==> src/pwm_consts.svh <==
// Register offsets, field positions, encodings and reset values of the PWM channel
`ifndef PWM_CONSTS_SVH
`define PWM_CONSTS_SVH

`define ADDR_W              12
`define OFS_CTRL            12'h000
`define OFS_DUTY_FORCE      12'h004
`define OFS_PERIOD          12'h008
`define OFS_COMPARE_A       12'h00C
`define OFS_COMPARE_B       12'h010
`define OFS_COMPARE_A_BUF   12'h014
`define OFS_COUNT           12'h018
`define OFS_STATUS          12'h01C
`define OFS_STATUS_CLR      12'h020
`define OFS_IRQ_EN          12'h024

`define CTRL_RUN_BIT        0
`define CTRL_BUF_EN_BIT     1
`define CTRL_OUT_BIT        8

`define DUTY_SEL_LSB        0
`define DUTY_SEL_MSB        1
`define DUTY_AT_START_BIT   2

`define DUTY_NONE           2'h0
`define DUTY_FORCE_LOW      2'h2
`define DUTY_FORCE_HIGH     2'h3

`define EVT_W               3
`define EVT_OVERFLOW_BIT    0
`define EVT_MATCH_A_BIT     1
`define EVT_MATCH_B_BIT     2

`define PERIOD_RST          32'hFFFF_FFFF
`define COMPARE_RST         32'hFFFF_FFFF
`define COUNT_INIT          32'h0000_0000

`endif

==> src/pwm_pkg.sv <==
// Types shared by the PWM channel files
package pwm_pkg;

    typedef enum logic {
        ST_STOPPED,
        ST_COUNTING
    } run_state_t;

endpackage

==> src/sawtooth_counter.sv <==
// Up-counting sawtooth counter with period wrap and compare detection
`timescale 1ns/1ps
`include "pwm_consts.svh"

module sawtooth_counter #(
    parameter int CNT_W = 32
) (
    input  wire logic             pclk,
    input  wire logic             presetn,
    input  wire logic             run,
    input  wire logic             load,
    input  wire logic [CNT_W-1:0] load_val,
    input  wire logic [CNT_W-1:0] period,
    input  wire logic [CNT_W-1:0] cmp_a,
    input  wire logic [CNT_W-1:0] cmp_b,
    output logic      [CNT_W-1:0] count,
    output logic                  overflow,
    output logic                  match_a,
    output logic                  match_b
);

    logic [CNT_W-1:0] count_r;
    logic [CNT_W-1:0] count_nxt;

    // ------------------------------------------------------------
    // Count
    // ------------------------------------------------------------
    always_comb begin
        count_nxt = count_r;
        if (run) begin
            if (count_r == period) begin
                count_nxt = '0;
            end else begin
                count_nxt = count_r + {{(CNT_W-1){1'b0}}, 1'b1};
            end
        end else if (load) begin
            count_nxt = load_val;
        end
    end

    always_ff @(posedge pclk or negedge presetn) begin
        if (!presetn) begin
            count_r <= '0;
        end else begin
            count_r <= count_nxt;
        end
    end

    // ------------------------------------------------------------
    // Events of the current count
    // ------------------------------------------------------------
    // A compare above the period never equals the count
    assign overflow = run && (count_r == period);
    assign match_a  = run && (count_r == cmp_a);
    assign match_b  = run && (count_r == cmp_b);
    assign count    = count_r;

endmodule

==> src/sawtooth_pwm_forced_duty.sv <==
// Sawtooth PWM channel with forced 0%/100% duty and APB registers
// Summary of operation
// - Forced selection 10b drives the output low, 11b drives it high.
// - With at-start flag set while stopped, forced level appears as counting begins.
// - With at-start flag clear, a selection made while stopped is not applied at start.
// - Writing 11b while counting gives constant high from the next PWM cycle.
// - Writing 10b while counting gives constant low from the next PWM cycle.
// - A compare value above the period never matches; the output stays low.
// - Compare value 0 gives one count clock low after overflow, then high.
// - Coincident overflow and compare match: the compare-match change wins.
// - While forced, matches, match interrupts and buffer transfers continue.
// - While forced, compare matches on channel A do not change the output.
// - Normally low at start, high at compare A match, low at cycle end.
// - Counter counts up from 0 and wraps at the period value.
//
// The implementer's own choices: the APB slave port and the register offsets.
`timescale 1ns/1ps
`include "pwm_consts.svh"

module sawtooth_pwm_forced_duty #(
    parameter int CNT_W = 32
) (
    input  wire logic        pclk,
    input  wire logic        presetn,
    input  wire logic        psel,
    input  wire logic        penable,
    input  wire logic        pwrite,
    input  wire logic [11:0] paddr,
    input  wire logic [31:0] pwdata,
    output logic      [31:0] prdata,
    output logic             pready,
    output logic             pslverr,
    output logic             pwm_out_a,
    output logic             irq
);

    // ------------------------------------------------------------
    // Declarations
    // ------------------------------------------------------------
    pwm_pkg::run_state_t state_r;

    logic [CNT_W-1:0]       period_value_r;
    logic [CNT_W-1:0]       compare_a_r;
    logic [CNT_W-1:0]       compare_b_r;
    logic [CNT_W-1:0]       compare_a_buffer_r;
    logic [1:0]             forced_duty_sel_a_r;
    logic                   forced_duty_at_start_a_r;
    logic                   buf_en_r;
    logic [1:0]             force_act_r;
    logic [1:0]             force_nxt;
    logic                   level_r;
    logic                   level_nxt;
    logic                   out_nxt;
    logic [`EVT_W-1:0]      status_r;
    logic [`EVT_W-1:0]      irq_en_r;
    logic [`EVT_W-1:0]      events;
    logic [31:0]            rdata_nxt;
    logic                   addr_ok;

    logic [CNT_W-1:0]       timer_count;
    logic                   overflow;
    logic                   match_a;
    logic                   match_b;
    logic                   running;
    logic                   start_req;
    logic                   stop_req;
    logic                   cnt_load;

    logic                   acc_done;
    logic                   wr_done;

    // ------------------------------------------------------------
    // Helpers
    // ------------------------------------------------------------
    // True when a selection code forces the pin
    function automatic logic is_forced(input logic [1:0] sel);
        is_forced = (sel == `DUTY_FORCE_LOW) || (sel == `DUTY_FORCE_HIGH);
    endfunction

    // Pin level from the active forcing and the compare-driven level
    function automatic logic pin_level(input logic [1:0] act, input logic lvl);
        if (act == `DUTY_FORCE_LOW) begin
            pin_level = 1'b0;
        end else if (act == `DUTY_FORCE_HIGH) begin
            pin_level = 1'b1;
        end else begin
            pin_level = lvl;
        end
    endfunction

    // ------------------------------------------------------------
    // APB handshake
    // ------------------------------------------------------------
    // One wait state: pready rises one cycle into the access phase
    assign acc_done = psel && penable && pready;
    assign wr_done  = acc_done && pwrite;

    always_comb begin
        addr_ok = 1'b1;
        case (paddr)
            `OFS_CTRL,
            `OFS_DUTY_FORCE,
            `OFS_PERIOD,
            `OFS_COMPARE_A,
            `OFS_COMPARE_B,
            `OFS_COMPARE_A_BUF,
            `OFS_COUNT,
            `OFS_STATUS,
            `OFS_STATUS_CLR,
            `OFS_IRQ_EN: addr_ok = 1'b1;
            default: addr_ok = 1'b0;
        endcase
    end

    always_comb begin
        rdata_nxt = 32'h0000_0000;
        case (paddr)
            `OFS_CTRL: begin
                rdata_nxt[`CTRL_RUN_BIT]    = running;
                rdata_nxt[`CTRL_BUF_EN_BIT] = buf_en_r;
                rdata_nxt[`CTRL_OUT_BIT]    = pwm_out_a;
            end
            `OFS_DUTY_FORCE: begin
                rdata_nxt[`DUTY_SEL_MSB:`DUTY_SEL_LSB] = forced_duty_sel_a_r;
                rdata_nxt[`DUTY_AT_START_BIT]         = forced_duty_at_start_a_r;
            end
            `OFS_PERIOD:        rdata_nxt[CNT_W-1:0] = period_value_r;
            `OFS_COMPARE_A:     rdata_nxt[CNT_W-1:0] = compare_a_r;
            `OFS_COMPARE_B:     rdata_nxt[CNT_W-1:0] = compare_b_r;
            `OFS_COMPARE_A_BUF: rdata_nxt[CNT_W-1:0] = compare_a_buffer_r;
            `OFS_COUNT:         rdata_nxt[CNT_W-1:0] = timer_count;
            `OFS_STATUS:        rdata_nxt[`EVT_W-1:0] = status_r;
            `OFS_IRQ_EN:        rdata_nxt[`EVT_W-1:0] = irq_en_r;
            default:            rdata_nxt = 32'h0000_0000;
        endcase
    end

    always_ff @(posedge pclk or negedge presetn) begin
        if (!presetn) begin
            pready  <= 1'b0;
            pslverr <= 1'b0;
            prdata  <= 32'h0000_0000;
        end else begin
            pready  <= psel && penable && !pready;
            pslverr <= psel && penable && !pready && !addr_ok;
            if (psel && penable && !pready && !pwrite) begin
                prdata <= rdata_nxt;
            end
        end
    end

    // ------------------------------------------------------------
    // Configuration registers
    // ------------------------------------------------------------
    always_ff @(posedge pclk or negedge presetn) begin
        if (!presetn) begin
            forced_duty_sel_a_r      <= `DUTY_NONE;
            forced_duty_at_start_a_r <= 1'b0;
            buf_en_r                 <= 1'b0;
            period_value_r           <= CNT_W'(`PERIOD_RST);
            compare_b_r              <= CNT_W'(`COMPARE_RST);
            compare_a_buffer_r       <= CNT_W'(`COMPARE_RST);
            irq_en_r                 <= '0;
        end else if (wr_done) begin
            case (paddr)
                `OFS_CTRL: buf_en_r <= pwdata[`CTRL_BUF_EN_BIT];
                `OFS_DUTY_FORCE: begin
                    forced_duty_sel_a_r      <= pwdata[`DUTY_SEL_MSB:`DUTY_SEL_LSB];
                    forced_duty_at_start_a_r <= pwdata[`DUTY_AT_START_BIT];
                end
                `OFS_PERIOD:        period_value_r     <= pwdata[CNT_W-1:0];
                `OFS_COMPARE_B:     compare_b_r        <= pwdata[CNT_W-1:0];
                `OFS_COMPARE_A_BUF: compare_a_buffer_r <= pwdata[CNT_W-1:0];
                `OFS_IRQ_EN:        irq_en_r           <= pwdata[`EVT_W-1:0];
                default: ;
            endcase
        end
    end

    // Compare A: software write, or buffer transfer at overflow while buf_en_r is set
    always_ff @(posedge pclk or negedge presetn) begin
        if (!presetn) begin
            compare_a_r <= CNT_W'(`COMPARE_RST);
        end else if (overflow && buf_en_r) begin
            compare_a_r <= compare_a_buffer_r;
        end else if (wr_done && paddr == `OFS_COMPARE_A) begin
            compare_a_r <= pwdata[CNT_W-1:0];
        end
    end

    // ------------------------------------------------------------
    // Run control
    // ------------------------------------------------------------
    assign running   = (state_r == pwm_pkg::ST_COUNTING);
    assign start_req = wr_done && paddr == `OFS_CTRL && pwdata[`CTRL_RUN_BIT] && !running;
    assign stop_req  = wr_done && paddr == `OFS_CTRL && !pwdata[`CTRL_RUN_BIT] && running;
    assign cnt_load  = wr_done && paddr == `OFS_COUNT && !running;

    always_ff @(posedge pclk or negedge presetn) begin
        if (!presetn) begin
            state_r <= pwm_pkg::ST_STOPPED;
        end else begin
            case (state_r)
                pwm_pkg::ST_STOPPED: begin
                    if (start_req) begin
                        state_r <= pwm_pkg::ST_COUNTING;
                    end
                end
                pwm_pkg::ST_COUNTING: begin
                    if (stop_req) begin
                        state_r <= pwm_pkg::ST_STOPPED;
                    end
                end
                default: state_r <= pwm_pkg::ST_STOPPED;
            endcase
        end
    end

    sawtooth_counter #(
        .CNT_W (CNT_W)
    ) sawtooth_counter_inst (
        .pclk     (pclk),
        .presetn  (presetn),
        .run      (running),
        .load     (cnt_load),
        .load_val (pwdata[CNT_W-1:0]),
        .period   (period_value_r),
        .cmp_a    (compare_a_r),
        .cmp_b    (compare_b_r),
        .count    (timer_count),
        .overflow (overflow),
        .match_a  (match_a),
        .match_b  (match_b)
    );

    // ------------------------------------------------------------
    // Output waveform
    // ------------------------------------------------------------
    always_comb begin
        force_nxt = force_act_r;
        level_nxt = level_r;
        if (start_req) begin
            level_nxt = 1'b0;
            if (forced_duty_at_start_a_r && is_forced(forced_duty_sel_a_r)) begin
                force_nxt = forced_duty_sel_a_r;
            end else begin
                force_nxt = `DUTY_NONE;
            end
        end else if (running) begin
            // Compare match has priority over the cycle-end low
            if (match_a) begin
                level_nxt = 1'b1;
            end else if (overflow) begin
                level_nxt = 1'b0;
            end
            // Forcing changed during counting waits for the cycle end
            if (overflow) begin
                force_nxt = is_forced(forced_duty_sel_a_r) ?
                            forced_duty_sel_a_r : `DUTY_NONE;
            end
        end
        // Level keeps tracking matches while forced, pin stays fixed
        out_nxt = pin_level(force_nxt, level_nxt);
    end

    always_ff @(posedge pclk or negedge presetn) begin
        if (!presetn) begin
            force_act_r <= `DUTY_NONE;
            level_r     <= 1'b0;
            pwm_out_a   <= 1'b0;
        end else begin
            force_act_r <= force_nxt;
            level_r     <= level_nxt;
            pwm_out_a   <= out_nxt;
        end
    end

    // ------------------------------------------------------------
    // Interrupt status
    // ------------------------------------------------------------
    // Events are raised whether or not the pin is forced
    assign events[`EVT_OVERFLOW_BIT] = overflow;
    assign events[`EVT_MATCH_A_BIT]  = match_a;
    assign events[`EVT_MATCH_B_BIT]  = match_b;

    genvar gi;
    generate
        for (gi = 0; gi < `EVT_W; gi++) begin : g_status
            always_ff @(posedge pclk or negedge presetn) begin
                if (!presetn) begin
                    status_r[gi] <= 1'b0;
                end else if (events[gi]) begin
                    status_r[gi] <= 1'b1;
                end else if (wr_done && paddr == `OFS_STATUS_CLR && pwdata[gi]) begin
                    status_r[gi] <= 1'b0;
                end
            end
        end
    endgenerate

    always_ff @(posedge pclk or negedge presetn) begin
        if (!presetn) begin
            irq <= 1'b0;
        end else begin
            irq <= |(status_r & irq_en_r);
        end
    end

endmodule
==> config.mk <==
export PLATFORM = sky130hd
export DESIGN_NAME = sawtooth_pwm_forced_duty
export DESIGN_NICKNAME = d
export VERILOG_FILES = /design/src/pwm_pkg.sv /design/src/sawtooth_counter.sv /design/src/sawtooth_pwm_forced_duty.sv
export VERILOG_INCLUDE_DIRS = /design/src /design/src/src
export SDC_FILE = /design/constraint.sdc
export NUM_CORES = 1
export LEC_CHECK = 0
export BUFFER_PORTS_ARGS = -buffer_cell sky130_fd_sc_hd__buf_2
export CELL_PAD_IN_SITES_DETAIL_PLACEMENT = 0
export CELL_PAD_IN_SITES_GLOBAL_PLACEMENT = 1
export CORE_MARGIN = 4
export CORE_UTILIZATION = 53
export DETAILED_ROUTE_END_ITERATION = 6
export GPL_TIMING_DRIVEN = 0
export PLACE_DENSITY = 0.94
export REMOVE_ABC_BUFFERS = 1
export SLEW_MARGIN = 20
export SYNTH_ARGS = -nofsm -noshare
export SYNTH_HDL_FRONTEND = slang
export SYNTH_SLANG_ARGS = --single-unit
==> constraint.sdc <==
create_clock -name pclk -period 4.06 [get_ports pclk]
set_input_delay 0.406 -clock pclk [delete_from_list [all_inputs] [get_ports pclk]]
set_output_delay 0.406 -clock pclk [all_outputs]
set_load 0.03 [all_outputs]
==> impl_metrics.json <==
{
  "hold_slack_ps": 170,
  "route.detailed.vias_per_inst": 6.43,
  "via_count": 8723,
  "drc": 0,
  "clk_pwr_share": 0.456,
  "die-area_um2": 23700,
  "flow.area_growth_from_synthesis_pct": 13.3,
  "max-clock-path-buffers": 3,
  "holdCritPathClass": "input pin to register",
  "h-tree-depth": 1,
  "synth_area_um2": 11300,
  "gp_congestion": 0.890,
  "worst_setup_hold_path_clk_slew_ps": 60,
  "drtIter0Drc": 1056,
  "combPwrFrac": 0.069,
  "top_level_ports": 85,
  "layout.nets": 1113,
  "cpPeakStageDelay_ps": 710,
  "floorplan.rows": 53,
  "globalRouteTotalUtil": 0.260,
  "yosys-top-cells-area": "sky130_fd_sc_hd__dfstp_2, sky130_fd_sc_hd__dfrtp_1, sky130_fd_sc_hd__xor2_1",
  "synth.ff_latch_count": 210,
  "maxSlewHeadroom": 0.322,
  "cts.root.buffer_cell": "sky130_fd_sc_hd__clkbuf_16",
  "timing.final.crit_period_ps": 3570,
  "number_of_synthesized_flops_with_an_enable_pin": 0,
  "post_drt_wl_per_cell_um": 23.1,
  "report.final.slew_viol_count": 0,
  "p_per_area_nw_per_um2": 358,
  "port_buffers": 84,
  "most_common_cell_after_layout_fill_and_taps_aside": "sky130_fd_sc_hd__dfstp_2",
  "cell_count_after_synthesis": 1025,
  "cts_buffers": 24,
  "drt.antenna.violating_nets": 0,
  "dominantRegCellSynth": "sky130_fd_sc_hd__dfstp_2",
  "irDropWorstVdd_v": 0.000267,
  "unrepaired_setup_endpoints_after_global_routing": "false",
  "hold_viol_final": 0,
  "worst-endpoint-required_ps": 4410,
  "power.total_mw": 4.58,
  "grt_pass1_vias": 8846,
  "antenna_cells": 0,
  "dieHeight_um": 154,
  "synth_cell_types": 57,
  "p_leak_nw": 5.49,
  "status": "finished, final reports clean",
  "dpl-instance-area_um2": 12000,
  "initial_utilization": 0.538,
  "antenna_found_initial": 0,
  "worst-endpoint-arrival_ps": 3920,
  "final-setup-viol-count": 0,
  "grt.overflow.total": 0,
  "final_cell_mix": "sky130_fd_sc_hd__dfstp_2, sky130_fd_sc_hd__xor2_1, sky130_fd_sc_hd__buf_2",
  "final_cells": 1356,
  "final_setup_tns_ps": 0,
  "synth.avg_cell_area_um2": 11.0,
  "coreArea_um2": 21000,
  "power.sequential.fraction": 0.475,
  "post-route-cell-area_um2": 12800,
  "slowest_stage": "sky130_fd_sc_hd__or2_2",
  "detailed_place_hpwl_mm": 21.7,
  "cts_tree": "done",
  "critical_path_peak_fanout": 23,
  "synth.yosys.seq_area_share": 0.479,
  "timing.final.crit_share": 0.879,
  "synthArstFlopShare": 1.00,
  "achievable-frequency_mhz": 280,
  "p_int_mw": 3.47,
  "largest_net_degree_at_the_start_of_global_routing": 99,
  "yosys.area.top_type": "sky130_fd_sc_hd__dfstp_2",
  "yosysTopAreaCellShare": 0.297,
  "fin_skew_ps": 17.3,
  "crit_chain": "xor2_1 -> nor4_1 -> nand4_1 -> or2_2 -> nand2_1 -> o221ai_1",
  "route.final.wire_length_mm": 31.4,
  "clk-insertion-delay-late_ps": 520,
  "switching_power_mw": 1.11,
  "critical_path.endpoint_type": "register",
  "global_route_wire_length_before_repair_mm": 49.7,
  "final_layout_size_suffix_gt1_frac": 0.340,
  "setup.worst_path.class": "register to register",
  "placedCellCount": 1311,
  "switching_share": 0.242,
  "detail_route.first_pass.iterations": 6,
  "post-cts-setup-buffers": 0,
  "die_w_um": 154,
  "timing_worst_slew_pin_value_ps": 1020,
  "tritoncts_num_sinks": 210,
  "startpoint_type": "register",
  "synth_warnings": 0,
  "max_cap_violation_count": 0
}
through the flow:
stage	utilization	setup WS, ps
global placement	0.554	-1980
floorplan	-	114
CTS	0.610	669
finish	0.610	491
detailed placement	0.573	572
global route	0.610	482
final timing paths:
path,slack [ps],end,start,cells after the start
setup / recovery,490,sawtooth_counter_inst.count[6],sawtooth_counter_inst.count[22],6
setup reg to reg,490,sawtooth_counter_inst.count[6],sawtooth_counter_inst.count[22],6
hold / removal,170,period_value_r[12],pwdata[12],2
hold reg to reg,470,prdata[30],prdata[30],1
min in group asynchronous,340,prdata[0],presetn,2
max in group asynchronous,2940,compare_b_r[26],presetn,3
power by group through the flow:
stage / clock network (mW) / registers [mW] / logic [mW]
after CTS: 2.11 / 2.18 / 0.322
after global placement: 0 / 2.21 / 0.306
after detailed placement: 0 / 2.21 / 0.320
after global routing: 2.20 / 2.18 / 0.345
after floorplan: 0 / 2.29 / 0.0652
final: 2.09 / 2.18 / 0.318
cell families after synthesis:
group                      share of synthesized area
buffers and inverters                         0.0423
DFF                                            0.479
adders and majority gates                    0.00111
xor gates and xnor gates                      0.0929
and+or+nand+nor                                0.106
muxes                                          0.153
AOI/OAI and AO/OA                              0.126
critical path: cells and delay by family, from the launching register on:
family | cells | cell delay [ps]
AO/OA/AOI/OAI | 1 | 200
XOR/XNOR | 1 | 240
flip-flops | 1 | 530
AND/OR/NAND/NOR | 4 | 2420
per-layer routing:
layer | vias up | part of all wire | GRT usage
met5 | - | 0 | 0
met3 | 73 | 0.083 | 0.0512
met2 | 411 | 0.48 | 0.417
met1 | 4385 | 0.42 | 0.361
met4 | 0 | 0.026 | 0.0728
li1 | 3854 | - | -
area by class of cell:
type	count	area, µm²
timing repair buffer	107	779
clock inverter	4	20.0
multi-input combinational	704	5460
fill	1694	8200
clock buffer	40	742
inverter	16	60.1
sequential	210	5420
tap	275	344
registers in the layout, indices dropped and copies added, names as in the netlist, named ones only:
register                     count
pslverr                          1
prdata                          32
pwm_out_a                        1
irq_en_r                         3
compare_a_buffer_r              32
buf_en_r                         1
level_r                          1
status_r                         3
pready                           1
forced_duty_at_start_a_r         1
sawtooth_counter_inst.count     32
forced_duty_sel_a_r              2
compare_a_r                     32
irq                              1
compare_b_r                     32
force_act_r                      2
period_value_r                  32
timing repair:
| item | 4_1_cts | 5_1_grt |
|---|---|---|
| hold buffers | 1 | 0 |
| resized for setup | 0 | 0 |
| endpoints found under the hold margin | 25 | 0 |
synth_stat cells (24+ instances only):
cell type and instances:
sky130_fd_sc_hd__a21oi_1 44, sky130_fd_sc_hd__a222oi_1 38, sky130_fd_sc_hd__dfstp_2 128, sky130_fd_sc_hd__xnor2_1 24, sky130_fd_sc_hd__nand2_1 29, sky130_fd_sc_hd__mux2i_1 57, sky130_fd_sc_hd__dfrtp_1 82, sky130_fd_sc_hd__mux2_2 72
sky130_fd_sc_hd__clkbuf_1 60, sky130_fd_sc_hd__xor2_1 96, sky130_fd_sc_hd__nand3_1 26, sky130_fd_sc_hd__a31oi_1 28, sky130_fd_sc_hd__buf_2 24, sky130_fd_sc_hd__nor2_1 70, sky130_fd_sc_hd__mux2_1 31, sky130_fd_sc_hd__a22oi_1 30
No activity file was read; power rests on OpenSTA's default activity.
